`src/pkg/brpsc_pkg.sv`:
```
// Constants for the bridge reset and power-state controller
package brpsc_pkg;
  // ==========================================================
  // Register map (byte addresses)
  localparam logic [7:0] CTRL_ADDR   = 8'h00;
  localparam logic [7:0] STATUS_ADDR = 8'h04;
  localparam logic [7:0] MASK_ADDR   = 8'h08;
  // ==========================================================
  // Control register fields
  localparam int PS_LSB      = 0;
  localparam int SEC_BIT     = 2;
  localparam int CHIP_BIT    = 3;
  // Status register fields
  localparam int ST_MDONE    = 0;
  localparam int ST_SECACT   = 1;
  localparam int ST_GATED    = 2;
  localparam int ST_READY    = 3;
  // ==========================================================
  // Power state codes
  localparam logic [1:0] PS_D0 = 2'h0;
  localparam logic [1:0] PS_D1 = 2'h1;
  localparam logic [1:0] PS_D2 = 2'h2;
  localparam logic [1:0] PS_D3 = 2'h3;
  // ==========================================================
  // Timing counts in primary clocks
  localparam logic [4:0] HOLD_CLKS  = 5'h10;
  localparam logic [4:0] CHIP_CLKS  = 5'h14;
  localparam logic [4:0] MLOAD_CLKS = 5'h17;
  localparam logic [4:0] MBITS      = 5'h10;
  // First capture count: one drive cycle, one load cycle and two sync flops of lag
  localparam logic [4:0] MCAP_LO    = 5'h04;
  // ==========================================================
  // Reset values and clock counts
  localparam logic [15:0] MASK_RST  = 16'h0000;
  localparam logic [2:0]  PIN_RST   = 3'h1;
  localparam int          NCLK      = 10;
  localparam int          NSLOT     = 4;
endpackage : brpsc_pkg

```
`src/design/brpsc_sync.sv`:
```
// Multi-flop synchroniser with asynchronous reset to a constant
`timescale 1ns/1ns
module brpsc_sync
  import brpsc_pkg::*;
#(
  parameter int         W      = 1,
  parameter int         STAGES = 2,
  parameter logic [W-1:0] RVAL = '0
) (
  input  wire logic         clk,    // Sampling clock
  input  wire logic         rst_n,  // Async reset, active low
  input  wire logic [W-1:0] d,      // Asynchronous input
  output logic      [W-1:0] q       // Synchronised output
);
  // ==========================================================
  // Elaboration checks
  if (STAGES < 2) begin : g_bad
    $error("brpsc_sync needs at least two stages");
  end

  // Stage chain; each flop is read only by the next stage, the last by q
  logic [STAGES-1:0][W-1:0] stage;

  // ==========================================================
  // Shift chain
  always_ff @(posedge clk or negedge rst_n) begin
    if (!rst_n) begin
      stage <= {STAGES{RVAL}};
    end else begin
      stage <= {stage[STAGES-2:0], d};
    end
  end

  assign q = stage[STAGES-1];
endmodule // brpsc_sync

```
`src/design/brpsc_top.sv`:
```
// Reset, secondary reset and power-state control of the bridge
// ==========================================================
// Overview of operation
// - D3hot with strap: secondary clocks held low
// - D1 or D2 writes are discarded
// - D3hot to D0: clocks on, reset, no bus reset
// - Wake events are never forwarded across
// - Primary reset floats buses, resets registers
// - Primary reset edges may be asynchronous
// - Refuse accesses until 16 clocks after reset
// - Bus reset held through primary reset
// - Reset bit holds bus reset until cleared
// - Bus reset floats secondary control and grants
// - Bus reset drives data, enables, parity low
// - Bus reset clears all transaction buffers
// - Bit-driven bus reset keeps registers accessible
// - Chip reset bit resets all, sets reset bit
// - Release waits for bit clear and mask load
// - Chip bit self-clears within 20 clocks
// - D3cold returns only via power-up reset
// - Clock-mask load takes 23 clocks
`timescale 1ns/1ns
module brpsc_top
  import brpsc_pkg::*;
#(
  parameter int AW = 8
) (
  input  wire logic          pclk,                  // Primary clock
  input  wire logic          presetn,               // Primary reset, low
  input  wire logic          psel,                  // APB select
  input  wire logic          penable,               // APB enable
  input  wire logic          pwrite,                // APB write
  input  wire logic [AW-1:0] paddr,                 // APB address
  input  wire logic [31:0]   pwdata,                // APB write data
  output logic      [31:0]   prdata,                // APB read data
  output logic               pready,                // APB ready
  output logic               pslverr,               // APB error
  input  wire logic          sec_reset_pin_n,       // Bus reset pin, low
  input  wire logic          power_state_clock_gate_strap, // Gate strap
  input  wire logic          clock_mask_serial_input,      // Mask data
  output logic               sec_bus_reset_n,       // Bus reset out, low
  output logic               primary_float,         // Float primary bus
  output logic               secondary_float,       // Float sec control
  output logic               addr_data_cbe_par_low, // Drive AD/CBE/PAR 0
  output logic               buffer_clear,          // Flush buffers pulse
  output logic [NCLK-1:0]    secondary_clock_outputs_en, // Clock enables
  output logic               mask_shift_ctl,        // 0 load, 1 shift
  output logic               mask_shift_oe          // Shift ctl enable
);
  // ==========================================================
  // Elaboration checks
  if (AW < 8) begin : g_bad_aw
    $error("brpsc_top address too narrow");
  end

  // ==========================================================
  // State record
  typedef struct packed {
    logic [1:0]      pstate;   // Power state field
    logic            sec_bit;  // Secondary reset control
    logic            chip_bit; // Chip reset control
    logic [15:0]     mask;     // Clock mask
    logic [4:0]      mcnt;     // Mask load counter
    logic            mdone;    // Mask load finished
    logic [4:0]      hold;     // Post-reset refuse count
    logic [4:0]      ccnt;     // Chip release count
    logic            pready;   // Bus ready
    logic            pslverr;  // Bus error
    logic [31:0]     prdata;   // Bus read data
    logic            srst_n;   // Bus reset out
    logic            pfloat;   // Primary float
    logic            sfloat;   // Secondary float
    logic            slow;     // Drive low enable
    logic            bclr;     // Buffer flush pulse
    logic            sact_d;   // Previous reset activity
    logic [NCLK-1:0] clk_en;   // Clock enables
    logic            shctl;    // Shift control
    logic            shoe;     // Shift control enable
  } brpsc_state_type;

  brpsc_state_type s;       // Registered state
  brpsc_state_type next_s;  // Next state

  // ==========================================================
  // Synchronisers
  logic       rst_ok;  // Released reset, synced
  logic [2:0] pins;    // Synced strap, mask, pin

  // Assertion is immediate, release waits two edges
  // Reset release sync
  brpsc_sync #(
    .W      (1),
    .STAGES (2),
    .RVAL   (1'b0)
  ) u_rst_sync (
    .clk   (pclk),
    .rst_n (presetn),
    .d     (1'b1),
    .q     (rst_ok)
  );

  // Pin inputs arrive from outside this domain
  brpsc_sync #(
    .W      (3),
    .STAGES (2),
    .RVAL   (PIN_RST)
  ) u_pin_sync (
    .clk   (pclk),
    .rst_n (presetn),
    .d     ({power_state_clock_gate_strap,
             clock_mask_serial_input,
             sec_reset_pin_n}),
    .q     (pins)
  );

  logic strap_s;   // Synced gate strap
  logic msk_s;     // Synced mask bit
  logic secpin_n;  // Synced bus reset pin
  assign strap_s  = pins[2];
  assign msk_s    = pins[1];
  assign secpin_n = pins[0];

  // ==========================================================
  // Ungated clock enables from the mask
  logic [NCLK-1:0] en_w;  // One per secondary clock
  genvar gi;
  for (gi = 0; gi < NCLK; gi++) begin : g_en
    if (gi < NSLOT) begin : g_slot
      // Present bit low means a card sits there
      assign en_w[gi] = ~(s.mask[2*gi] & s.mask[2*gi+1]);
    end else begin : g_dev
      assign en_w[gi] = ~s.mask[gi+NSLOT];
    end
  end

  // ==========================================================
  // Decode helpers
  logic setup;    // APB setup cycle
  logic access;   // APB completing access
  logic refuse;   // Accesses rejected now
  logic gate;     // Clocks must stop
  logic sec_act;  // Bus reset active anywhere
  logic [1:0] wps; // Written power state

  assign setup   = psel & ~penable;
  assign access  = psel & penable & s.pready;
  assign refuse  = (s.hold != 5'h00) | ~rst_ok |
                   (s.chip_bit & ~s.sec_bit);
  assign gate    = (s.pstate == PS_D3) & strap_s;
  assign sec_act = ~s.srst_n | ~secpin_n;
  assign wps     = pwdata[PS_LSB+1:PS_LSB];

  // ==========================================================
  // Next-state logic
  always_comb begin
    next_s         = s;
    next_s.pready  = 1'b0;
    next_s.pslverr = 1'b0;
    next_s.bclr    = 1'b0;

    // Post-reset refuse window
    if (!rst_ok) begin
      next_s.hold = HOLD_CLKS;
    end else if (s.hold != 5'h00) begin
      next_s.hold = s.hold - 5'h01;
    end
    next_s.pfloat = ~rst_ok;

    if (rst_ok && !s.mdone) begin
      next_s.shoe  = 1'b1;
      next_s.shctl = (s.mcnt != 5'h00);
      next_s.mcnt  = s.mcnt + 5'h01;
      if (s.mcnt >= MCAP_LO && s.mcnt < MCAP_LO + MBITS) begin
        // Earlier counts still see pre-load bits in the sync flops
        // Most significant bit arrives first
        next_s.mask = {s.mask[14:0], msk_s};
      end
      if (s.mcnt == MLOAD_CLKS - 5'h01) begin
        next_s.mdone = 1'b1;
        next_s.shoe  = 1'b0;
        next_s.shctl = 1'b0;
      end
    end

    next_s.srst_n = ~(s.sec_bit | ~s.mdone);

    next_s.sfloat = sec_act;
    next_s.slow   = sec_act;
    next_s.sact_d = sec_act;
    if (sec_act && !s.sact_d) begin
      next_s.bclr = 1'b1;
    end

    if (s.chip_bit && !s.sec_bit && s.mdone) begin
      if (s.ccnt == CHIP_CLKS - 5'h01) begin
        next_s.chip_bit = 1'b0;
        next_s.ccnt     = 5'h00;
      end else begin
        next_s.ccnt = s.ccnt + 5'h01;
      end
    end

    next_s.clk_en = gate ? '0 : en_w;

    // Setup phase: answer in the first access cycle
    if (setup) begin
      next_s.pready = 1'b1;
      next_s.prdata = 32'h0000_0000;
      if (refuse) begin
        next_s.pslverr = 1'b1;
      end else if (paddr[7:0] == CTRL_ADDR) begin
        next_s.prdata[PS_LSB+1:PS_LSB] = s.pstate;
        next_s.prdata[SEC_BIT]         = s.sec_bit;
        next_s.prdata[CHIP_BIT]        = s.chip_bit;
      end else if (paddr[7:0] == STATUS_ADDR) begin
        next_s.prdata[ST_MDONE]  = s.mdone;
        next_s.prdata[ST_SECACT] = sec_act;
        next_s.prdata[ST_GATED]  = gate;
        next_s.prdata[ST_READY]  = ~refuse;
      end else if (paddr[7:0] == MASK_ADDR) begin
        next_s.prdata[15:0] = s.mask;
      end else begin
        // Unmapped addresses answer with an error
        next_s.pslverr = 1'b1;
      end
    end

    // Access phase: writes land on the completing edge
    if (access && pwrite && !s.pslverr) begin
      if (paddr[7:0] == CTRL_ADDR) begin
        next_s.sec_bit = pwdata[SEC_BIT];
        if (pwdata[CHIP_BIT]) begin
          next_s.pstate   = PS_D0;
          next_s.sec_bit  = 1'b1;
          next_s.chip_bit = 1'b1;
          next_s.mask     = MASK_RST;
          next_s.mcnt     = 5'h00;
          next_s.mdone    = 1'b0;
          next_s.ccnt     = 5'h00;
          next_s.pfloat   = 1'b1;
          next_s.sfloat   = 1'b1;
          next_s.bclr     = 1'b1;
        end else if (s.pstate == PS_D3 && wps == PS_D0) begin
          next_s.pstate  = PS_D0;
          next_s.sec_bit = 1'b0;
          next_s.bclr    = 1'b1;
        end else if (wps != PS_D1 && wps != PS_D2) begin
          next_s.pstate = wps;
        end
        // D1 and D2 leave the field alone
      end else if (paddr[7:0] == MASK_ADDR) begin
        // Mask may be rewritten after the load
        next_s.mask = pwdata[15:0];
      end
    end
  end

  // ==========================================================
  // State register
  // Defaults loaded on primary reset
  always_ff @(posedge pclk or negedge presetn) begin
    if (!presetn) begin
      s          <= '0;
      s.mask     <= MASK_RST;
      s.hold     <= HOLD_CLKS;
      s.pfloat   <= 1'b1;
      s.sfloat   <= 1'b1;
      s.slow     <= 1'b1;
      s.sact_d   <= 1'b1;
    end else begin
      s <= next_s;
    end
  end

  // ==========================================================
  // Outputs, all registered
  // No wake signal ports exist
  assign prdata                     = s.prdata;
  assign pready                     = s.pready;
  assign pslverr                    = s.pslverr;
  assign sec_bus_reset_n            = s.srst_n;
  assign primary_float              = s.pfloat;
  assign secondary_float            = s.sfloat;
  assign addr_data_cbe_par_low      = s.slow;
  assign buffer_clear               = s.bclr;
  assign secondary_clock_outputs_en = s.clk_en;
  assign mask_shift_ctl             = s.shctl;
  assign mask_shift_oe              = s.shoe;

  // ==========================================================
  // Checks
  a_refuse_early: assert property (@(posedge pclk) disable iff (!presetn)
    setup && s.hold != 5'h00 |=> pready && pslverr)
    else $error("access taken during refuse window");

  a_d12_discard: assert property (@(posedge pclk) disable iff (!presetn)
    access && pwrite && !pslverr && paddr[7:0] == CTRL_ADDR &&
    !pwdata[CHIP_BIT] && (wps == PS_D1 || wps == PS_D2)
    |=> $stable(s.pstate))
    else $error("D1 or D2 write changed power state");

  a_clk_gate: assert property (@(posedge pclk) disable iff (!presetn)
    gate |=> secondary_clock_outputs_en == '0)
    else $error("clocks running in gated D3hot");

  a_sec_bit_hold: assert property (@(posedge pclk) disable iff (!presetn)
    s.sec_bit |=> !sec_bus_reset_n)
    else $error("bus reset released with control bit set");

  a_mask_wait: assert property (@(posedge pclk) disable iff (!presetn)
    !s.mdone |=> !sec_bus_reset_n)
    else $error("bus reset released before mask load");

  a_sec_float: assert property (@(posedge pclk) disable iff (!presetn)
    !sec_bus_reset_n |=> secondary_float && addr_data_cbe_par_low)
    else $error("secondary not floated under bus reset");

  a_buf_flush: assert property (@(posedge pclk) disable iff (!presetn)
    $fell(sec_bus_reset_n) && !$past(sec_act) |=> buffer_clear)
    else $error("buffers not flushed on bus reset");

  a_chip_clear: assert property (@(posedge pclk) disable iff (!presetn)
    $rose(s.chip_bit & ~s.sec_bit & s.mdone) |-> ##[1:20] !s.chip_bit)
    else $error("chip bit not cleared in time");

  a_d3_exit: assert property (@(posedge pclk) disable iff (!presetn)
    access && pwrite && !pslverr && paddr[7:0] == CTRL_ADDR &&
    !pwdata[CHIP_BIT] && s.pstate == PS_D3 && wps == PS_D0
    |=> s.pstate == PS_D0 && buffer_clear && s.srst_n == $past(s.srst_n))
    else $error("D3hot exit did not reset cleanly");

  a_chip_set: assert property (@(posedge pclk) disable iff (!presetn)
    access && pwrite && !pslverr && paddr[7:0] == CTRL_ADDR &&
    pwdata[CHIP_BIT] |=> s.sec_bit && s.chip_bit ##1 !sec_bus_reset_n)
    else $error("chip reset did not set reset bit");

  a_mask_len: assert property (@(posedge pclk) disable iff (!presetn)
    $rose(s.mdone) |-> $past(s.mcnt) == MLOAD_CLKS - 5'h01)
    else $error("mask load length wrong");
endmodule // brpsc_top

```
`config.mk`:
```
export PLATFORM = sky130hd
export DESIGN_NAME = brpsc_top
export DESIGN_NICKNAME = d
export VERILOG_FILES = /design/src/pkg/brpsc_pkg.sv /design/src/design/brpsc_sync.sv /design/src/design/brpsc_top.sv
export SDC_FILE = /design/constraint.sdc
export NUM_CORES = 1
export LEC_CHECK = 0
export ABC_AREA = 1
export BUFFER_PORTS_ARGS = -buffer_cell sky130_fd_sc_hd__clkbuf_2
export CAP_MARGIN = 20
export CORE_MARGIN = 4
export CORE_UTILIZATION = 50
export CTS_CLUSTER_DIAMETER = 40
export DETAILED_ROUTE_END_ITERATION = 10
export GPL_ROUTABILITY_DRIVEN = 0
export PLACE_DENSITY = 0.76
export SYNTH_ARGS = -nofsm -noshare
export SYNTH_HDL_FRONTEND = slang
export SYNTH_SLANG_ARGS = --single-unit
```
`constraint.sdc`:
```
create_clock -name pclk -period 3.7 [get_ports pclk]
set_clock_uncertainty 0.1 [all_clocks]
set_input_delay 0.74 -clock pclk [delete_from_list [all_inputs] [get_ports pclk]]
set_output_delay 0.74 -clock pclk [all_outputs]
set_load 0.005 [all_outputs]
```
==> results of run 1 <==
==> how the worst max path moves through the flow <==
stage | from | end | slack (ps) | cells after the start
floorplan | paddr[5] | s[68]$_DFF_PN0_ | 1910 | 7
finish | paddr[5] | s[80]$_DFF_PN0_ | 1670 | 7
global route | paddr[5] | s[71]$_DFF_PN0_ | 1430 | 7
CTS | s[57]$_DFFE_PN0P_ | prdata[1]$_DFFE_PN0P_ | 1690 | 8
detailed placement | paddr[5] | s[80]$_DFF_PN0_ | 1320 | 7
global placement | paddr[5] | s[83]$_DFF_PN0_ | 1330 | 7
==> area by class of cell <==
cell class	instances	area share
Tap cell	105	0.02902
Clock inverter	7	0.01769
Timing Repair Buffer	67	0.07960
Clock buffer	9	0.02736
Multi-Input combinational cell	316	0.3474
Sequential cell	79	0.4384
Inverter	73	0.06053
==> where the power goes <==
group / internal (mW) / switching [mW] / total, mW
Combinational: 0.316 / 0.488 / 0.804
Clock: 0.320 / 0.339 / 0.659
Sequential: 1.09 / 0.206 / 1.30
Total: 1.73 / 1.03 / 2.76
==> layout by cell type (no fill, tap or decap), types with 5 or more instances in the layout <==
master / count
conb_1: 17
nand2_1: 106
inv_1: 68
xor2_1: 5
nand3_1: 26
o21ai_1: 12
clkbuf_2: 65
o21ai_0: 22
dfstp_2: 6
nand2_2: 12
dfrtp_1: 73
or2_2: 6
clkbuf_8: 9
nand4_1: 25
ha_1: 7
nor2_1: 51
==> state kept, by name (all words and copies together) (netlist names) <==
register	cells
primary_float	1
u_rst_sync.q	1
secondary_float	1
s	37
secondary_clock_outputs_en	10
mask_shift_oe	1
u_pin_sync.q	3
sec_bus_reset_n	1
buffer_clear	1
u_pin_sync.stage	3
pready	1
pslverr	1
u_rst_sync.stage	1
prdata	16
mask_shift_ctl	1
==> metal layers <==
metal	vias up	GRT usage	part of all wire
li1	1612	-	-
met1	1462	0.2359	0.45
met3	13	0.03366	0.060
met5	-	0	0
met4	0	0.05882	0.019
met2	91	0.2681	0.47
==> cell families after synthesis <==
family,after synthesis
xor gates and xnor gates,6
AOI/OAI and AO/OA,44
buffers and inverters,130
other,2
DFF,79
and+or+nand+nor,242
adders and majority gates,7
==> through the flow <==
step	hold slack, ps	util	area, um2
6_report	219.5	0.5537	4527
4_1_cts	255.4	0.5504	4499
5_1_grt	249.5	0.5537	4527
2_1_floorplan	231.2	-	4232
3_3_place_gp	231.8	0.5254	4295
3_5_place_dp	236.4	0.5254	4295
==> impl_results.md, run 1 <==
* Outcome: completed
* Syn Area/Cell at 8.187 um2
* CP endpoint kind: flop
* RSZ-0062 raised after global routing: false
* Initial antenna violation count at 0
* Initial Util at 0.5107
* Power after layout at 2.759 mW
* Seq. cell area at 1984 um2
* Vias in the first global route at 2907
* Fin crit share at 0.5486
* R2R depth at 8
* Synthesized area at 4175 um2
* # clock sinks at 79
* Mux cell area share after synthesis at 0
* Yosys cell types at 32
* DR pass1 iterations at 4
* Max clock buf depth at 2
* Reg-to-reg endpoint: prdata[1]$_DFFE_PN0P_
* Maximum clock frequency at 492.6 MHz
* DR vias at 3178
* Leak at 2.522 nW
* Number of fill cells at 752
* Crit path max-delay family: simple AND/OR/NAND/NOR gates
* Maxcap violations at 0
* Layout cells sized above 1 at 0.2250
* Area growth, synth to finish at 8.421%
* Worst-path maximum fanout at 32
* Final Slew Violations at 0
* Synth top area share at 0.4375
* GRT Util Overall at 0.1701
* FF+latch count, synth at 79
* IO Pins at 99
* Post-synthesis sequential area ratio at 0.4753
* Placement Rows at 33
* CP Class: input port to flop
* Slowest stage cell, crit path: nand3_2
* Die area at 9876 um2
* Post-synthesis adder-cell area fraction at 0.02098
* RR Startpoint: s[57]$_DFFE_PN0P_
* Placed Instances at 639
* Root Driver: clkbuf_8
* Tightest Hold Check Type: input port to asynchronous set/reset pin
* Post-CTS Resized at 0
* Synth area leaders: dfrtp_1 (44%), nand2_1 (9.5%), buf_4 (7.9%), inv_1 (6.1%), nor2_1 (4.6%)
* Post-synth EDFFs at 0
* Drc violations at 0
* Gate count after technology mapping at 510
* Async SR Flop Fraction at 1.000
* I/O Buffers at 66
* Power Density at 609.4 nW/um2
* Simple-gate area share of the yosys netlist at 0.2700
* Most used DFF post-synth: dfrtp_1
* Multi-input gate area at 1573 um2
* Setup TNS at 0 ps
* WL/cell at 12.53 um
* Final Setup Violations at 0
* Reg clk slew, reported paths at 90 ps
* Largest family of logic cells by synthesized area: simple AND/OR/NAND/NOR gates
* TritonCTS clock tree: done
* Worst Path Required at 3840 ps
* Clk Latency, worst-skew pair at 350 ps
* Total setup buffers inserted after CTS at 0
* Post-synth top area cell: dfrtp_1
* Final Critical Period at 2030 ps
* Aggregate routed wire length at 8219 um
* YS warnings at 0
* Slew HR at 0.5105
* Post-DP HPWL at 5806 um
* Chip width at 99.38 um
* Setup WS post-layout at 1670 ps
* Dpl ws at 1323 ps
* XOR/XNOR share of the synthesized area at 0.01259
* CP max stage delay at 480 ps
* Die height at 99.38 um
* Worst Setup Start Kind: input port
* CP Cell Sequence: clkbuf_2 -> nor2_1 -> nand2_2 -> inv_2 -> nand3_2 -> o21ai_0 -> nor2_1
* Most used cell, CP: nor2_1
* Buf/Inv on CP at 2
* Global-route wire length before repair at 13640 um
* Largest net degree at the start of global routing at 80
* Hold Violations, Final at 0
* Non-filler instance count after layout at 656
* Worst Tran Pin Value at 731.6 ps
* Post-synth top cells: nand2_1 (106), dfrtp_1 (73), inv_1 (68)
* Number of DRC markers in iteration 0 at 165
* Final-stage net count at 601
* Most common cell in the synthesized netlist: nand2_1
* Via/cell ratio at 4.845
* Hold_buf cts at 0
* Crit path arrival time at 2170 ps
* Flop-to-flop setup slack at 1720 ps
* Num CTS Buffers at 9
* DRT antenna net count at 0
* Compound-gate portion of the synthesized area at 0.05784
* Max VDD drop at 0.2674 mV
* H-Tree Depth at 3
* GRT overflow at 0
* Diodes inserted at 0
* Core Area at 8175 um2
Power figures use the tool's default switching activity.
==> inputs of run 2 (changes only) <==
CORE_UTILIZATION = 49   (was 50)
PLACE_DENSITY = 0.78   (was 0.76)
clock period = 1.7 ns   (was 3.7 ns; I/O delays follow)
==> run 2 against run 1 <==
Register-to-register slack got worse by 1600 ps. Worst setup slack got worse by 1500 ps. Combinational power increased by 140%. Die area increased by 1.9%. Largest cell class unchanged. Total power increased by 140%. Via count increased by 4.8%. Critical endpoint is now prdata[2]$_DFFE_PN0P_. Final area increased by 6.0%. Critical path depth increased by 2. Utilization increased by 2.7 points. Global-route usage increased by 0.95 points. Flip-flop and latch count unchanged.
==> impl_results.md, run 2 (synthesis results as in run 1) <==
* CP Class: flop to flop
* Hold endpoint: pready$_DFF_PN0_
* Layout cells sized above 1 at 0.2478
* RR Startpoint: s[58]$_DFFE_PN0P_
* WL/cell at 12.75 um
* Post-DP HPWL at 6323 um
* Most used cell, CP: nand2_1
* Final-stage net count at 623
* Setup TNS at 0 ps
* Number of DRC markers in iteration 0 at 253
* GRT Util Overall at 0.1796
* Leak at 2.677 nW
* H-Tree Depth at 3
* Max VDD drop at 0.5295 mV
* Non-filler instance count after layout at 678
* Max clock buf depth at 2
* Placed Instances at 657
* Chip width at 100.3 um
* Initial antenna violation count at 0
* Worst Hold Launch: penable
* Power Density at 1376 nW/um2
* Slowest stage cell, crit path: dfrtp_1
* Seq. cell area at 1984 um2
* Crit path arrival time at 1750 ps
* Fin crit share at 0.9199
* Commonest cells after routing, fill and taps aside: nand2_1 (106), dfrtp_1 (73), inv_1 (68)
* GR peak layer: met2
* Reg clk slew, reported paths at 80 ps
* # clock sinks at 79
* Met1 usage at 0.2387
* Worst Setup Start Kind: flop
* Initial Util at 0.5056
* Worst-path maximum fanout at 13
* RSZ-0062 raised after global routing: false
* Largest net degree at the start of global routing at 33
* Maxcap violations at 0
* Root Driver: clkbuf_8
* CP endpoint kind: flop
* Global-route met3 utilization at 0.03197
* Vias in the first global route at 3180
* Largest register FFs at 37
* IO Pins at 99
* Maximum clock frequency at 639.5 MHz
* Global-route wire length before repair at 14520 um
* Num CTS Buffers at 9
* Drc violations at 0
* DR vias at 3332
* Via/cell ratio at 4.914
* Worst Path Required at 1890 ps
* Final Critical Period at 1564 ps
* Final Slew Violations at 0
* Reg-to-reg endpoint: prdata[2]$_DFFE_PN0P_
* Area growth, synth to finish at 14.92%
* GRT overflow at 0
* Aggregate routed wire length at 8647 um
* CP Cell Sequence: inv_1 -> ha_1 -> nand2_1 -> nor2_4 -> nand4_1 -> buf_4 -> nor2_1 -> nand2_1 -> nand2_1
* Hold Path Stages at 2
* Diodes inserted at 0
* Biggest register: s
* Final Setup Violations at 0
* Multi-input gate area at 1578 um2
* R2R depth at 9
* CP max stage delay at 360 ps
* Outcome: completed
* Hold Violations, Final at 0
* Tightest Hold Check Type: input port to flop
* Commonest non-fill, non-tap cell in the layout: nand2_1
* TritonCTS clock tree: done
* DRT antenna net count at 0
* Number of fill cells at 738
* Power after layout at 6.604 mW
* Flop-to-flop setup slack at 140 ps
* I/O Buffers at 66
* Core Area at 8258 um2
* Die area at 10060 um2
* Met2 usage at 0.2859
* DR pass1 iterations at 5
* Placement Rows at 33
* Die height at 100.3 um
* Clk Latency, worst-skew pair at 350 ps
[run 2: cell count changes in the layout (fill, tap and decap cells not counted), sizes merged]
cell         previous run  this run
clkbuf                 74        75
buf                     2        20
inv                    75        73
dlygate4sd3             0         4
bufinv                  1         4
clkinvlp                2         0
[run 2: worst max-delay path, delay by kind of cell (launching register included)]
kind | cells | cell delay (ps)
buffers and inverters | 2 | 300
and+or+nand+nor | 6 | 540
DFF | 1 | 360
adders and majority gates | 1 | 190
[run 2: layer usage]
metal	share of wire	vias to the layer above
li1	-	1648
met1	0.43	1548
met2	0.49	118
met3	0.062	18
met4	0.023	0
met5	0	-
[run 2: final cells by class]
| type | count | area share |
|---|---|---|
| flip-flops and latches | 79 | 0.4136 |
| multi-input cells | 316 | 0.3288 |
| repair buffers | 89 | 0.1153 |
| inverters | 73 | 0.05711 |
| clock inverters | 6 | 0.02920 |
| clock buffers | 10 | 0.02868 |
| well taps | 105 | 0.02738 |
[run 2: power by group]
group	internal, mW	leakage (nW)	switching (mW)
sequential	2.37	0.968	0.447
clock	1.18	0.139	0.709
combinational	0.773	1.57	1.13
[run 2: worst max-delay path by stage]
| stage | from | slack, ps | endpoint |
|---|---|---|---|
| 2_1_floorplan | s[57]$_DFFE_PN0P_ | 210 | prdata[3]$_DFFE_PN0P_ |
| 3_3_place_gp | s[58]$_DFFE_PN0P_ | 150 | prdata[2]$_DFFE_PN0P_ |
| 3_5_place_dp | s[58]$_DFFE_PN0P_ | 100 | prdata[1]$_DFFE_PN0P_ |
| 4_1_cts | s[58]$_DFFE_PN0P_ | 80 | prdata[2]$_DFFE_PN0P_ |
| 5_1_grt | s[58]$_DFFE_PN0P_ | 3 | prdata[2]$_DFFE_PN0P_ |
| 6_report | s[58]$_DFFE_PN0P_ | 140 | prdata[2]$_DFFE_PN0P_ |
[run 2: per-stage QoR]
step	setup slack (ps)	hold slack (ps)	util	area, um2
after floorplan	214.0	-55.59	-	4232
after global routing	2.831	115.2	0.5811	4798
final	136.2	113.7	0.5811	4798
after CTS	80.06	101.0	0.5795	4786
after global placement	150.6	177.0	0.5411	4468
after detailed placement	102.2	182.0	0.5411	4468
[run 2: timing repair]
| item | CTS | global route |
|---|---|---|
| hold endpoints to repair | 21 | 0 |
| hold buffers | 4 | 0 |
| resized for setup | 0 | 1 |
| setup endpoints to repair | 0 | 4 |
| setup buffers | 0 | 1 |
